`config.mk`:
```
export PLATFORM = sky130hd
export DESIGN_NAME = hfd_frame_decoder
export DESIGN_NICKNAME = d
export VERILOG_FILES = /design/src/hfd_pkg.sv /design/src/hfd_frame_decoder.sv
export SDC_FILE = /design/constraint.sdc
export NUM_CORES = 1
export LEC_CHECK = 0
export ABC_AREA = 1
export BUFFER_PORTS_ARGS = -buffer_cell sky130_fd_sc_hd__buf_4
export CAP_MARGIN = 20
export CORE_UTILIZATION = 28
export DETAILED_ROUTE_END_ITERATION = 6
export PLACE_DENSITY_LB_ADDON = 0.2
export SLEW_MARGIN = 20
export SYNTH_ARGS = -nofsm -noshare
export SYNTH_HDL_FRONTEND = slang
export SYNTH_SLANG_ARGS = --single-unit
export TNS_END_PERCENT = 5
```
`constraint.sdc`:
```
create_clock -name clock -period 2.3 [get_ports clock]
set_clock_uncertainty 0.2 [all_clocks]
set_input_delay 0.46 -clock clock [delete_from_list [all_inputs] [get_ports clock]]
set_output_delay 0.46 -clock clock [all_outputs]
set_load 0.02 [all_outputs]
```
`src/hfd_pkg.sv`:
```
// haptic frame decoder: register map, field positions, timing constants
// assumes a 100 MHz clock and a 32-bit AXI4-Lite register bus
package hfd_pkg;
  localparam int ADDR_W = 8;
  localparam logic [7:0] A_CTRL = 8'h00;
  localparam logic [7:0] A_FEED = 8'h04;
  localparam logic [7:0] A_STATUS = 8'h08;
  localparam logic [7:0] A_FRAME = 8'h0c;
  localparam logic [7:0] A_DRIVE_FREQUENCY_CODE = 8'h10;
  localparam logic [7:0] A_PERIOD = 8'h14;
  localparam logic [7:0] A_STEP = 8'h18;
  localparam logic [7:0] A_LEVEL = 8'h1c;
  localparam logic [7:0] A_DRIVE = 8'h20;
  localparam int CTRL_FAST = 0;
  localparam int CTRL_BOOST = 1;
  localparam int CTRL_TRACK = 2;
  localparam int FEED_BYTE_V = 8;
  localparam int FEED_START = 9;
  localparam int FEED_END = 10;
  localparam int FEED_SEQ = 11;
  localparam int KIND_BIT = 7;
  localparam int DRIVE_FREQUENCY_CODE_FLAG_BIT = 2;
  localparam logic [2:0] CTRL_RST = 3'h0;
  localparam logic [7:0] LEVEL_RST = 8'h00;
  localparam logic [1:0] RESP_OK = 2'b00;
  localparam logic [1:0] RESP_SLVERR = 2'b10;
  // step lengths in ms, table index 0..4
  localparam real CLK_NS = 10.0;
  localparam real STEP0_MS = 1.36;
  localparam real STEP1_MS = 5.44;
  localparam real STEP2_MS = 21.76;
  localparam real STEP3_MS = 43.52;
  localparam real STEP4_MS = 87.04;
  localparam int unsigned STEP0_CYC = int'(STEP0_MS * 1.0e6 / CLK_NS);
  localparam int unsigned STEP1_CYC = int'(STEP1_MS * 1.0e6 / CLK_NS);
  localparam int unsigned STEP2_CYC = int'(STEP2_MS * 1.0e6 / CLK_NS);
  localparam int unsigned STEP3_CYC = int'(STEP3_MS * 1.0e6 / CLK_NS);
  localparam int unsigned STEP4_CYC = int'(STEP4_MS * 1.0e6 / CLK_NS);
  // frequency code is in 2 Hz steps, floor 25 Hz; period in microseconds
  localparam logic [9:0] HZ_MIN = 10'h019;
  localparam logic [19:0] PERIOD_NUM_US = 20'hf4240;
  localparam logic [15:0] PERIOD_RST = 16'h9c40;
  localparam logic [4:0] DIV_STEPS = 5'h14;
  localparam logic [1:0] SILENT_STEPS = 2'h2;
  typedef enum logic [2:0] {
    S_FIRST = 3'b001,
    S_SECOND = 3'b010,
    S_THIRD = 3'b100
  } hfd_state_t;
endpackage : hfd_pkg
```
`src/hfd_frame_decoder.sv`:
```
// haptic frame decoder: frame byte parsing, frequency and level formats
// assumes an AXI4-Lite master on the same clock feeding frame bytes
//
// Contract
// - first frame byte kind flag 0, else fault
// - kind flag 1 marks the optional second byte
// - first byte: flag, attenuation, step select, index low
// - second byte: flag, repeats, drive_frequency_code flag, freq8, index high
// - attenuation codes 0, -6, -12, -18 dB
// - normal step lengths 5.44 to 87.04 ms
// - fast step lengths 1.36 to 43.52 ms
// - index high bit above low bits, default 0
// - passes equal repeat count plus one
// - later passes restart from first stored point
// - frequency flag adds third byte, low eight bits
// - frequency code times 2 Hz, floor 25 Hz
// - frequency converted to period readback
// - commanded frequency held until next frequency frame
// - playback targets are sequences only
// - sequence end forces zero and stops playback
// - sequence starts at zero, frames chain amplitude
// - override two's complement, -128 read as -127
// - boost mode clamps negative override to zero
// - four-bit envelope read per boost mode
// - envelope unsigned 0..15 or signed, -8 as -7
// - index 0 is built-in silence, two steps
//
// The implementer's own choices: the AXI4-Lite interface to the registers and the register addresses.
`timescale 1ns/100ps
module hfd_frame_decoder #(
  parameter int unsigned STEP0_CYC = hfd_pkg::STEP0_CYC,
  parameter int unsigned STEP1_CYC = hfd_pkg::STEP1_CYC,
  parameter int unsigned STEP2_CYC = hfd_pkg::STEP2_CYC,
  parameter int unsigned STEP3_CYC = hfd_pkg::STEP3_CYC,
  parameter int unsigned STEP4_CYC = hfd_pkg::STEP4_CYC
) (
  // clock, reset, enable
  input wire logic clock,
  input wire logic resetn,
  input wire logic ce,
  // axi4-lite write
  input wire logic [hfd_pkg::ADDR_W-1:0] awaddr,
  input wire logic awvalid,
  output logic awready,
  input wire logic [31:0] wdata,
  input wire logic [3:0] wstrb,
  input wire logic wvalid,
  output logic wready,
  output logic [1:0] bresp,
  output logic bvalid,
  input wire logic bready,
  // axi4-lite read
  input wire logic [hfd_pkg::ADDR_W-1:0] araddr,
  input wire logic arvalid,
  output logic arready,
  output logic [31:0] rdata,
  output logic [1:0] rresp,
  output logic rvalid,
  input wire logic rready,
  // decoded frame
  output logic frame_valid,
  output logic [3:0] snippet_index,
  output logic [1:0] attenuation,
  output logic [23:0] step_cycles,
  output logic [4:0] pass_count,
  output logic resume_first_point,
  output logic start_from_zero,
  output logic [1:0] silent_steps,
  // sequence and fault events
  output logic sequence_end,
  output logic memory_format_fault_event,
  // drive path
  output logic [8:0] drive_frequency_code,
  output logic [15:0] active_period_readback,
  output logic [7:0] override_drive,
  output logic [7:0] envelope_drive
);
  import hfd_pkg::*;

  function automatic logic [23:0] step_lookup(input logic [2:0] idx);
    unique case (idx)
      3'h0: step_lookup = 24'(STEP0_CYC);
      3'h1: step_lookup = 24'(STEP1_CYC);
      3'h2: step_lookup = 24'(STEP2_CYC);
      3'h3: step_lookup = 24'(STEP3_CYC);
      default: step_lookup = 24'(STEP4_CYC);
    endcase
  endfunction : step_lookup

  // -128 folds to -127 so the range stays symmetric
  function automatic logic [7:0] dro_level(input logic [7:0] d,
                                           input logic boost);
    if (boost) begin
      dro_level = d[7] ? 8'h00 : d;
    end else begin
      dro_level = (d == 8'h80) ? 8'h81 : d;
    end
  endfunction : dro_level

  // scaled by 8 into the drive range, then one shift per 6 dB
  function automatic logic [7:0] env_level(input logic [3:0] e,
                                           input logic boost,
                                           input logic [1:0] att);
    logic [3:0] v;
    logic signed [7:0] s;
    v = (!boost && e == 4'h8) ? 4'h9 : e;
    s = boost ? $signed({1'b0, v, 3'h0}) : $signed({v[3], v, 3'h0});
    env_level = 8'(s >>> att);
  endfunction : env_level

  // bus registers
  logic aw_full, w_full;
  logic [ADDR_W-1:0] aw_addr;
  logic [31:0] w_data;
  logic [2:0] ctrl;
  logic [7:0] dro_reg;
  logic [3:0] env_reg;
  logic fault_sticky;
  logic feed_stb, feed_byte, feed_start, feed_end;
  logic [7:0] feed_data;
  logic [3:0] seq_id;
  logic wr_do;
  logic [31:0] wd;
  logic [31:0] rd_mux;
  logic rd_ok;

  // decoder state
  hfd_state_t state, next_state, st;
  logic end_q, seq_active, first_of_seq;
  logic [1:0] p_gain, p_sel;
  logic [2:0] p_lo;
  logic [3:0] p_loop;
  logic p_f8, p_hi;
  logic bytev, emit, load_first, load_b2, fault_now;
  logic em_hi, em_fp, em_f8;
  logic [3:0] em_loop;
  logic [7:0] em_flo;

  // period divider
  logic [9:0] div_hz, rem;
  logic [19:0] quo;
  logic [4:0] div_cnt;
  logic [10:0] rsh;
  logic [9:0] next_hz;

  assign wr_do = aw_full && w_full && !bvalid;
  assign wd = wdata & {{8{wstrb[3]}}, {8{wstrb[2]}},
                       {8{wstrb[1]}}, {8{wstrb[0]}}};

  // write channel; address and data taken in either order
  always_ff @(posedge clock or negedge resetn) begin
    if (!resetn) begin
      aw_full <= 1'b0;
      w_full <= 1'b0;
      awready <= 1'b1;
      wready <= 1'b1;
      aw_addr <= '0;
      w_data <= 32'h0000_0000;
      bvalid <= 1'b0;
      bresp <= RESP_OK;
    end else if (ce) begin
      if (awvalid && awready) begin
        aw_full <= 1'b1;
        aw_addr <= awaddr;
        awready <= 1'b0;
      end
      if (wvalid && wready) begin
        w_full <= 1'b1;
        w_data <= wd;
        wready <= 1'b0;
      end
      if (wr_do) begin
        aw_full <= 1'b0;
        w_full <= 1'b0;
        bvalid <= 1'b1;
        bresp <= (aw_addr == A_CTRL || aw_addr == A_FEED ||
                  aw_addr == A_STATUS || aw_addr == A_LEVEL)
                 ? RESP_OK : RESP_SLVERR;
      end
      if (bvalid && bready) begin
        bvalid <= 1'b0;
        awready <= 1'b1;
        wready <= 1'b1;
      end
    end
  end

  // software registers and the frame byte feed
  always_ff @(posedge clock or negedge resetn) begin
    if (!resetn) begin
      ctrl <= CTRL_RST;
      dro_reg <= LEVEL_RST;
      env_reg <= 4'h0;
      feed_stb <= 1'b0;
      feed_byte <= 1'b0;
      feed_start <= 1'b0;
      feed_end <= 1'b0;
      feed_data <= 8'h00;
      seq_id <= 4'h0;
    end else if (ce) begin
      feed_stb <= 1'b0;
      if (wr_do && aw_addr == A_CTRL) begin
        ctrl <= w_data[2:0];
      end
      if (wr_do && aw_addr == A_LEVEL) begin
        dro_reg <= w_data[7:0];
        env_reg <= w_data[11:8];
      end
      if (wr_do && aw_addr == A_FEED) begin
        feed_stb <= 1'b1;
        feed_data <= w_data[7:0];
        feed_byte <= w_data[FEED_BYTE_V];
        feed_start <= w_data[FEED_START];
        feed_end <= w_data[FEED_END];
        // only a sequence number can start playback
        if (w_data[FEED_START]) begin
          seq_id <= w_data[FEED_SEQ+3:FEED_SEQ];
        end
      end
    end
  end

  // fault flag: a new fault beats a same-cycle clear
  always_ff @(posedge clock or negedge resetn) begin
    if (!resetn) begin
      fault_sticky <= 1'b0;
    end else if (ce) begin
      if (fault_now) begin
        fault_sticky <= 1'b1;
      end else if (wr_do && aw_addr == A_STATUS && w_data[0]) begin
        fault_sticky <= 1'b0;
      end
    end
  end

  // frame byte parser
  always_comb begin
    st = (feed_stb && feed_start) ? S_FIRST : state;
    bytev = feed_stb && feed_byte;
    next_state = st;
    emit = 1'b0;
    load_first = 1'b0;
    load_b2 = 1'b0;
    fault_now = 1'b0;
    em_hi = 1'b0;
    em_fp = 1'b0;
    em_f8 = 1'b0;
    em_loop = 4'h0;
    em_flo = 8'h00;
    unique case (st)
      S_FIRST: begin
        if (bytev) begin
          if (feed_data[KIND_BIT]) begin
            fault_now = 1'b1;
          end else begin
            load_first = 1'b1;
            next_state = S_SECOND;
          end
        end
      end
      S_SECOND: begin
        if (bytev && feed_data[KIND_BIT]) begin
          load_b2 = 1'b1;
          if (feed_data[DRIVE_FREQUENCY_CODE_FLAG_BIT]) begin
            next_state = S_THIRD;
          end else begin
            emit = 1'b1;
            em_loop = feed_data[6:3];
            em_f8 = feed_data[1];
            em_hi = feed_data[0];
            next_state = S_FIRST;
          end
        end else if (bytev) begin
          emit = 1'b1;
          load_first = 1'b1;
        end else if (end_q) begin
          emit = 1'b1;
          next_state = S_FIRST;
        end
      end
      S_THIRD: begin
        if (bytev) begin
          emit = 1'b1;
          em_loop = p_loop;
          em_fp = 1'b1;
          em_f8 = p_f8;
          em_hi = p_hi;
          em_flo = feed_data;
          next_state = S_FIRST;
        end else if (end_q) begin
          next_state = S_FIRST;
        end
      end
      default: next_state = S_FIRST;
    endcase
  end

  always_ff @(posedge clock or negedge resetn) begin
    if (!resetn) begin
      state <= S_FIRST;
      end_q <= 1'b0;
      p_gain <= 2'h0;
      p_sel <= 2'h0;
      p_lo <= 3'h0;
      p_loop <= 4'h0;
      p_f8 <= 1'b0;
      p_hi <= 1'b0;
    end else if (ce) begin
      state <= next_state;
      end_q <= feed_stb && feed_end;
      if (load_first) begin
        p_gain <= feed_data[6:5];
        p_sel <= feed_data[4:3];
        p_lo <= feed_data[2:0];
      end
      if (load_b2) begin
        p_loop <= feed_data[6:3];
        p_f8 <= feed_data[1];
        p_hi <= feed_data[0];
      end
    end
  end

  // sequence bounds
  always_ff @(posedge clock or negedge resetn) begin
    if (!resetn) begin
      seq_active <= 1'b0;
      first_of_seq <= 1'b0;
      sequence_end <= 1'b0;
      memory_format_fault_event <= 1'b0;
    end else if (ce) begin
      memory_format_fault_event <= fault_now;
      sequence_end <= end_q;
      if (feed_stb && feed_start) begin
        seq_active <= 1'b1;
        first_of_seq <= 1'b1;
      end else if (emit) begin
        first_of_seq <= 1'b0;
      end
      if (end_q) begin
        seq_active <= 1'b0;
      end
    end
  end

  // frame outputs, loaded once per complete frame
  always_ff @(posedge clock or negedge resetn) begin
    if (!resetn) begin
      frame_valid <= 1'b0;
      snippet_index <= 4'h0;
      attenuation <= 2'h0;
      step_cycles <= 24'h00_0000;
      pass_count <= 5'h01;
      resume_first_point <= 1'b0;
      start_from_zero <= 1'b0;
      silent_steps <= 2'h0;
    end else if (ce) begin
      frame_valid <= emit;
      if (emit) begin
        snippet_index <= {em_hi, p_lo};
        attenuation <= p_gain;
        // fast scale shifts the table down by one entry
        step_cycles <= step_lookup(ctrl[CTRL_FAST] ? {1'b0, p_sel}
                                   : 3'({1'b0, p_sel} + 3'h1));
        pass_count <= 5'({1'b0, em_loop} + 5'h01);
        resume_first_point <= (em_loop != 4'h0);
        start_from_zero <= first_of_seq;
        silent_steps <= ({em_hi, p_lo} == 4'h0) ? SILENT_STEPS
                        : 2'h0;
      end
    end
  end

  // frequency hold and period conversion by restoring division
  assign rsh = {rem, quo[19]};
  always_comb begin
    next_hz = {em_f8, em_flo, 1'b0};
    if (next_hz < HZ_MIN) begin
      next_hz = HZ_MIN;
    end
  end

  always_ff @(posedge clock or negedge resetn) begin
    if (!resetn) begin
      drive_frequency_code <= 9'h000;
      div_hz <= HZ_MIN;
      rem <= 10'h000;
      quo <= 20'h0_0000;
      div_cnt <= 5'h00;
      active_period_readback <= PERIOD_RST;
    end else if (ce) begin
      // tracking owns the frequency, so frame commands are ignored then
      if (emit && em_fp && !ctrl[CTRL_TRACK]) begin
        drive_frequency_code <= {em_f8, em_flo};
        div_hz <= next_hz;
        rem <= 10'h000;
        quo <= PERIOD_NUM_US;
        div_cnt <= DIV_STEPS;
      end else if (div_cnt != 5'h00) begin
        if (rsh >= {1'b0, div_hz}) begin
          rem <= 10'(rsh - {1'b0, div_hz});
        end else begin
          rem <= rsh[9:0];
        end
        quo <= {quo[18:0], rsh >= {1'b0, div_hz}};
        div_cnt <= 5'(div_cnt - 5'h01);
        if (div_cnt == 5'h01) begin
          active_period_readback <= {quo[14:0],
                                     rsh >= {1'b0, div_hz}};
        end
      end
    end
  end

  // level formats follow boost mode live
  always_ff @(posedge clock or negedge resetn) begin
    if (!resetn) begin
      override_drive <= 8'h00;
      envelope_drive <= 8'h00;
    end else if (ce) begin
      override_drive <= dro_level(dro_reg, ctrl[CTRL_BOOST]);
      envelope_drive <= env_level(env_reg, ctrl[CTRL_BOOST],
                                  attenuation);
    end
  end

  // read channel
  always_comb begin
    rd_ok = 1'b1;
    rd_mux = 32'h0000_0000;
    unique case (araddr)
      A_CTRL: rd_mux = {29'h0, ctrl};
      A_STATUS: rd_mux = {24'h0, seq_id, 2'h0, seq_active, fault_sticky};
      A_FRAME: rd_mux = {17'h0, start_from_zero, silent_steps != 2'h0,
                         pass_count, p_sel, attenuation, snippet_index};
      A_DRIVE_FREQUENCY_CODE: rd_mux = {6'h0, div_hz, 7'h0, drive_frequency_code};
      A_PERIOD: rd_mux = {16'h0, active_period_readback};
      A_STEP: rd_mux = {8'h0, step_cycles};
      A_LEVEL: rd_mux = {20'h0, env_reg, dro_reg};
      A_DRIVE: rd_mux = {16'h0, envelope_drive, override_drive};
      default: rd_ok = 1'b0;
    endcase
  end

  always_ff @(posedge clock or negedge resetn) begin
    if (!resetn) begin
      arready <= 1'b1;
      rvalid <= 1'b0;
      rdata <= 32'h0000_0000;
      rresp <= RESP_OK;
    end else if (ce) begin
      if (arvalid && arready) begin
        arready <= 1'b0;
        rvalid <= 1'b1;
        rdata <= rd_mux;
        rresp <= rd_ok ? RESP_OK : RESP_SLVERR;
      end
      if (rvalid && rready) begin
        rvalid <= 1'b0;
        arready <= 1'b1;
      end
    end
  end
endmodule : hfd_frame_decoder

```
==> metrics.json <==
{
  "worstPathMaxFanout": 6,
  "postRouteAntennaNets": 0,
  "floorplan.initialDensity_pct": 28.4,
  "syn_avg_cell_area_um2": 8.13,
  "tritoncts": "yes",
  "r2r_start": "div_hz[3]$_DFFE_PN1P_",
  "ys_top_cells_by_area": "sky130_fd_sc_hd__dfrtp_1 (48%), sky130_fd_sc_hd__nand2_1 (13%), sky130_fd_sc_hd__o21ai_0 (7.6%), sky130_fd_sc_hd__inv_1 (6.0%), sky130_fd_sc_hd__nand3_1 (4.3%)",
  "synth_largest_type_area_fraction_pct": 48.3,
  "critPathTopFamily": "simple AND/OR/NAND/NOR gates",
  "routed_via_density": 4.49,
  "largest_register_by_flop_count": "rdata",
  "io_pins": 184,
  "cts_made_buffers": 26,
  "synth.yosys.seq_area_share_pct": 51.4,
  "cp.required_ns": 2.51,
  "run_status": "finished, final reports clean",
  "dieHeight_um": 200,
  "pin_count_of_the_biggest_net_entering_global_routing": 54,
  "ant_diodes": 0,
  "achievable-frequency_mhz": 479,
  "timing.final.crit_period_ns": 2.09,
  "global_route.overflow_total": 0,
  "max_cap_viol_count": 0,
  "clk_path_buf_depth": 3,
  "critical_path.startpoint_type": "flop",
  "hold_path.class": "input pin to flop",
  "crit_path_cell_trace": "inv_1 -> ha_4 -> nand2_1 -> inv_1 -> nand2_1 -> nor2_1 -> nand2_1 -> nand4_1 -> buf_4 -> nand3_1 -> nand3_1 -> nand2_1",
  "most-common-layout-cells": "sky130_fd_sc_hd__nand2_1 (392), sky130_fd_sc_hd__dfrtp_1 (211), sky130_fd_sc_hd__buf_4 (204), sky130_fd_sc_hd__inv_1 (175), sky130_fd_sc_hd__o21ai_0 (166)",
  "finish.instance_area_um2": 14000,
  "peakVddDrop_uv": 495,
  "detailedRoute.firstIterationViolations": 539,
  "finalWorstSetupSlack_ns": 0.211,
  "finish.cell_count_without_fillers": 2098,
  "setup-tns-final_ns": 0,
  "timing.hold.worst_path_depth": 3,
  "number_of_antenna_violations_at_the_first_check_in_global_routing": 0,
  "fp.dieW_um": 200,
  "rsz_0062_raised_after_global_routing": "no",
  "clkSinkCount": 224,
  "wl_per_cell_um": 16.7,
  "min-delay-start": "wstrb[1]",
  "regToRegSetupSlack_ns": 0.21,
  "critPathBufInv": 3,
  "floorplan_row_count": 72,
  "globalplace.congestion": 0.889,
  "slew_viol_final": 0,
  "design.die.area_um2": 39900,
  "crit_path_kind": "flop to flop",
  "setup-violations-final": 0,
  "grt_pass1_vias": 9179,
  "ys_seq_elements": 224,
  "leading_cell_type_in_the_layout_fill_and_taps_excluded": "sky130_fd_sc_hd__nand2_1",
  "dpl.hpwl_um": 26700,
  "ff2ff_path_depth": 12,
  "grt_pass1_wl_um": 54300,
  "post-route-period-util_pct": 90.8,
  "layout.filler_cells": 4136,
  "io_buffers": 147,
  "crit_slowest_cell": "sky130_fd_sc_hd__dfstp_2",
  "clk_transition_reported_paths_ns": 0.06,
  "core_area_um2": 38600,
  "yosys.area.top_type": "sky130_fd_sc_hd__dfrtp_1",
  "synth_cells": 1346,
  "cp_slowest_stage_delay_ns": 0.51,
  "worstSkewPairLatency_ns": 0.54,
  "netlist_area_um2": 10900,
  "dr.pass1.iters": 5,
  "drc_errors": 0,
  "ctsRootBufferMaster": "sky130_fd_sc_hd__clkbuf_16",
  "totalWireLength_um": 35000,
  "fin_nets": 1637,
  "timing.final.hold_violations": 0,
  "ys.warnings.count": 0,
  "synth_cell_types": 54,
  "area.growth.synth_to_final_pct": 28.2,
  "cp_data_arrival_time_ns": 2.30,
  "placedCellCount": 2024,
  "cts-htree-levels": 1,
  "drive_above_1_share_pct": 19.2,
  "vias": 9427,
  "post-place-ws_ns": 0.0698,
  "power.density_cell_area_nw_per_um2": 905,
  "cp_common_cell": "sky130_fd_sc_hd__nand2_1",
  "globalRouteTotalUtil_pct": 17.8,
  "kind_of_end_point_of_the_critical_path": "flop",
  "placement.cell_area_um2": 12900,
  "largest_register_ff_count": 26,
  "worstHoldEndpoint": "w_data[12]$_DFFE_PN0P_",
  "leakagePower_nw": 7.17,
  "r2r_end": "rem[8]$_DFFE_PN0P_",
  "biggestRegsByFlops": "rdata (26), quo (20), active_period_readback (16)"
}
## worst max-delay path by stage
stage	slack [ns]	endpoint	start	depth (start not counted)
floorplan	0.17	rem[7]$_DFFE_PN0P_	div_hz[3]$_DFFE_PN1P_	12
global placement	0.07	rdata[2]$_DFFE_PN0P_	araddr[7]	12
detailed placement	0.07	rdata[2]$_DFFE_PN0P_	araddr[7]	12
CTS	0.11	rem[8]$_DFFE_PN0P_	feed_stb$_DFFE_PN0P_	12
global route	0.003	rem[5]$_DFFE_PN0P_	div_hz[3]$_DFFE_PN1P_	12
finish	0.21	rem[8]$_DFFE_PN0P_	div_hz[3]$_DFFE_PN1P_	12
## metrics by stage
| stage | hold slack, ns | utilization, % | total power, mW |
|---|---|---|---|
| 2_1_floorplan | -0.0356 | - | 7.40 |
| 4_1_cts | 0.00623 | 36.3 | 12.8 |
| 3_3_place_gp | 0.227 | 33.5 | 8.63 |
| 3_5_place_dp | 0.227 | 33.5 | 8.67 |
| 5_1_grt | 0.0197 | 36.4 | 13.5 |
| 6_report | 0.0234 | 36.4 | 12.7 |
## routing by layer
metal / up-vias / GRT usage [%] / wire length, µm
li1: 4721 / - / -
met1: 4490 / 24.4 / 16200
met2: 173 / 29.5 / 16700
met3: 43 / 2.23 / 1330
met4: 0 / 4.86 / 789
met5: - / 0 / 0
## worst min-delay path, stage by stage
cell	delay, ns
sky130_fd_sc_hd__buf_4	0.13
sky130_fd_sc_hd__nand3_1	0.08
sky130_fd_sc_hd__o21ai_0	0.06
## final cells by class
| type | count | area (µm²) | share of cell area [%] |
|---|---|---|---|
| clock inverter | 8 | 78.8 | 0.562 |
| clock buffer | 40 | 753 | 5.37 |
| timing repair buffer | 237 | 1920 | 13.7 |
| multi-input combinational | 887 | 4320 | 30.8 |
| tap | 518 | 648 | 4.62 |
| sequential | 224 | 5620 | 40.1 |
| inverter | 184 | 693 | 4.94 |
## what timing repair did
action                                  CTS  global route
endpoints found under the setup margin    0            11
buffers inserted                          0             0
hold buffers                             26             0
hold endpoints to repair                 71             0
resized for setup                         0             4
## report_power, final
part	total (mW)	leakage (nW)	internal (mW)	switching, mW
Combinational	3.31	3.88	1.29	2.02
Clock	4.04	0.408	2.36	1.67
Sequential	5.35	2.88	4.73	0.617
## cells in the mapped netlist, drive strengths merged
| cell type | n |
|---|---|
| o221ai | 2 |
| a21oi | 12 |
| dfstp | 13 |
| dfrtp | 211 |
| a32oi | 1 |
| a21o | 3 |
| or2 | 2 |
| a31oi | 3 |
| nand3 | 95 |
| a21boi | 1 |
| and2 | 1 |
| o21a | 3 |
| o31ai | 3 |
| a22oi | 1 |
| o22ai | 16 |
| nand4 | 26 |
| nor4 | 2 |
| o21bai | 1 |
| inv | 183 |
| o21ai | 178 |
| nand2 | 400 |
| o211ai | 5 |
| a31o | 1 |
| nand3b | 1 |
| fa | 1 |
| conb | 1 |
| and3 | 1 |
| nor2 | 77 |
| xor2 | 6 |
| xnor2 | 2 |
| o2111ai | 1 |
| buf | 45 |
| clkinv | 1 |
| ha | 16 |
| nor3 | 9 |
| clkbuf | 22 |
## cell families after synthesis
kind of cell             count (synthesis)  share of synthesized area (%)
AO/OA/AOI/OAI                          231                           11.8
XOR/XNOR                                 8                          0.640
adder cells (fa/ha/maj)                 17                           2.01
buffers and inverters                  251                           10.0
flip-flops                             224                           51.4
other                                    1                         0.0343
AND/OR/NAND/NOR                        614                           24.1
Power figures use the tool's default switching activity.
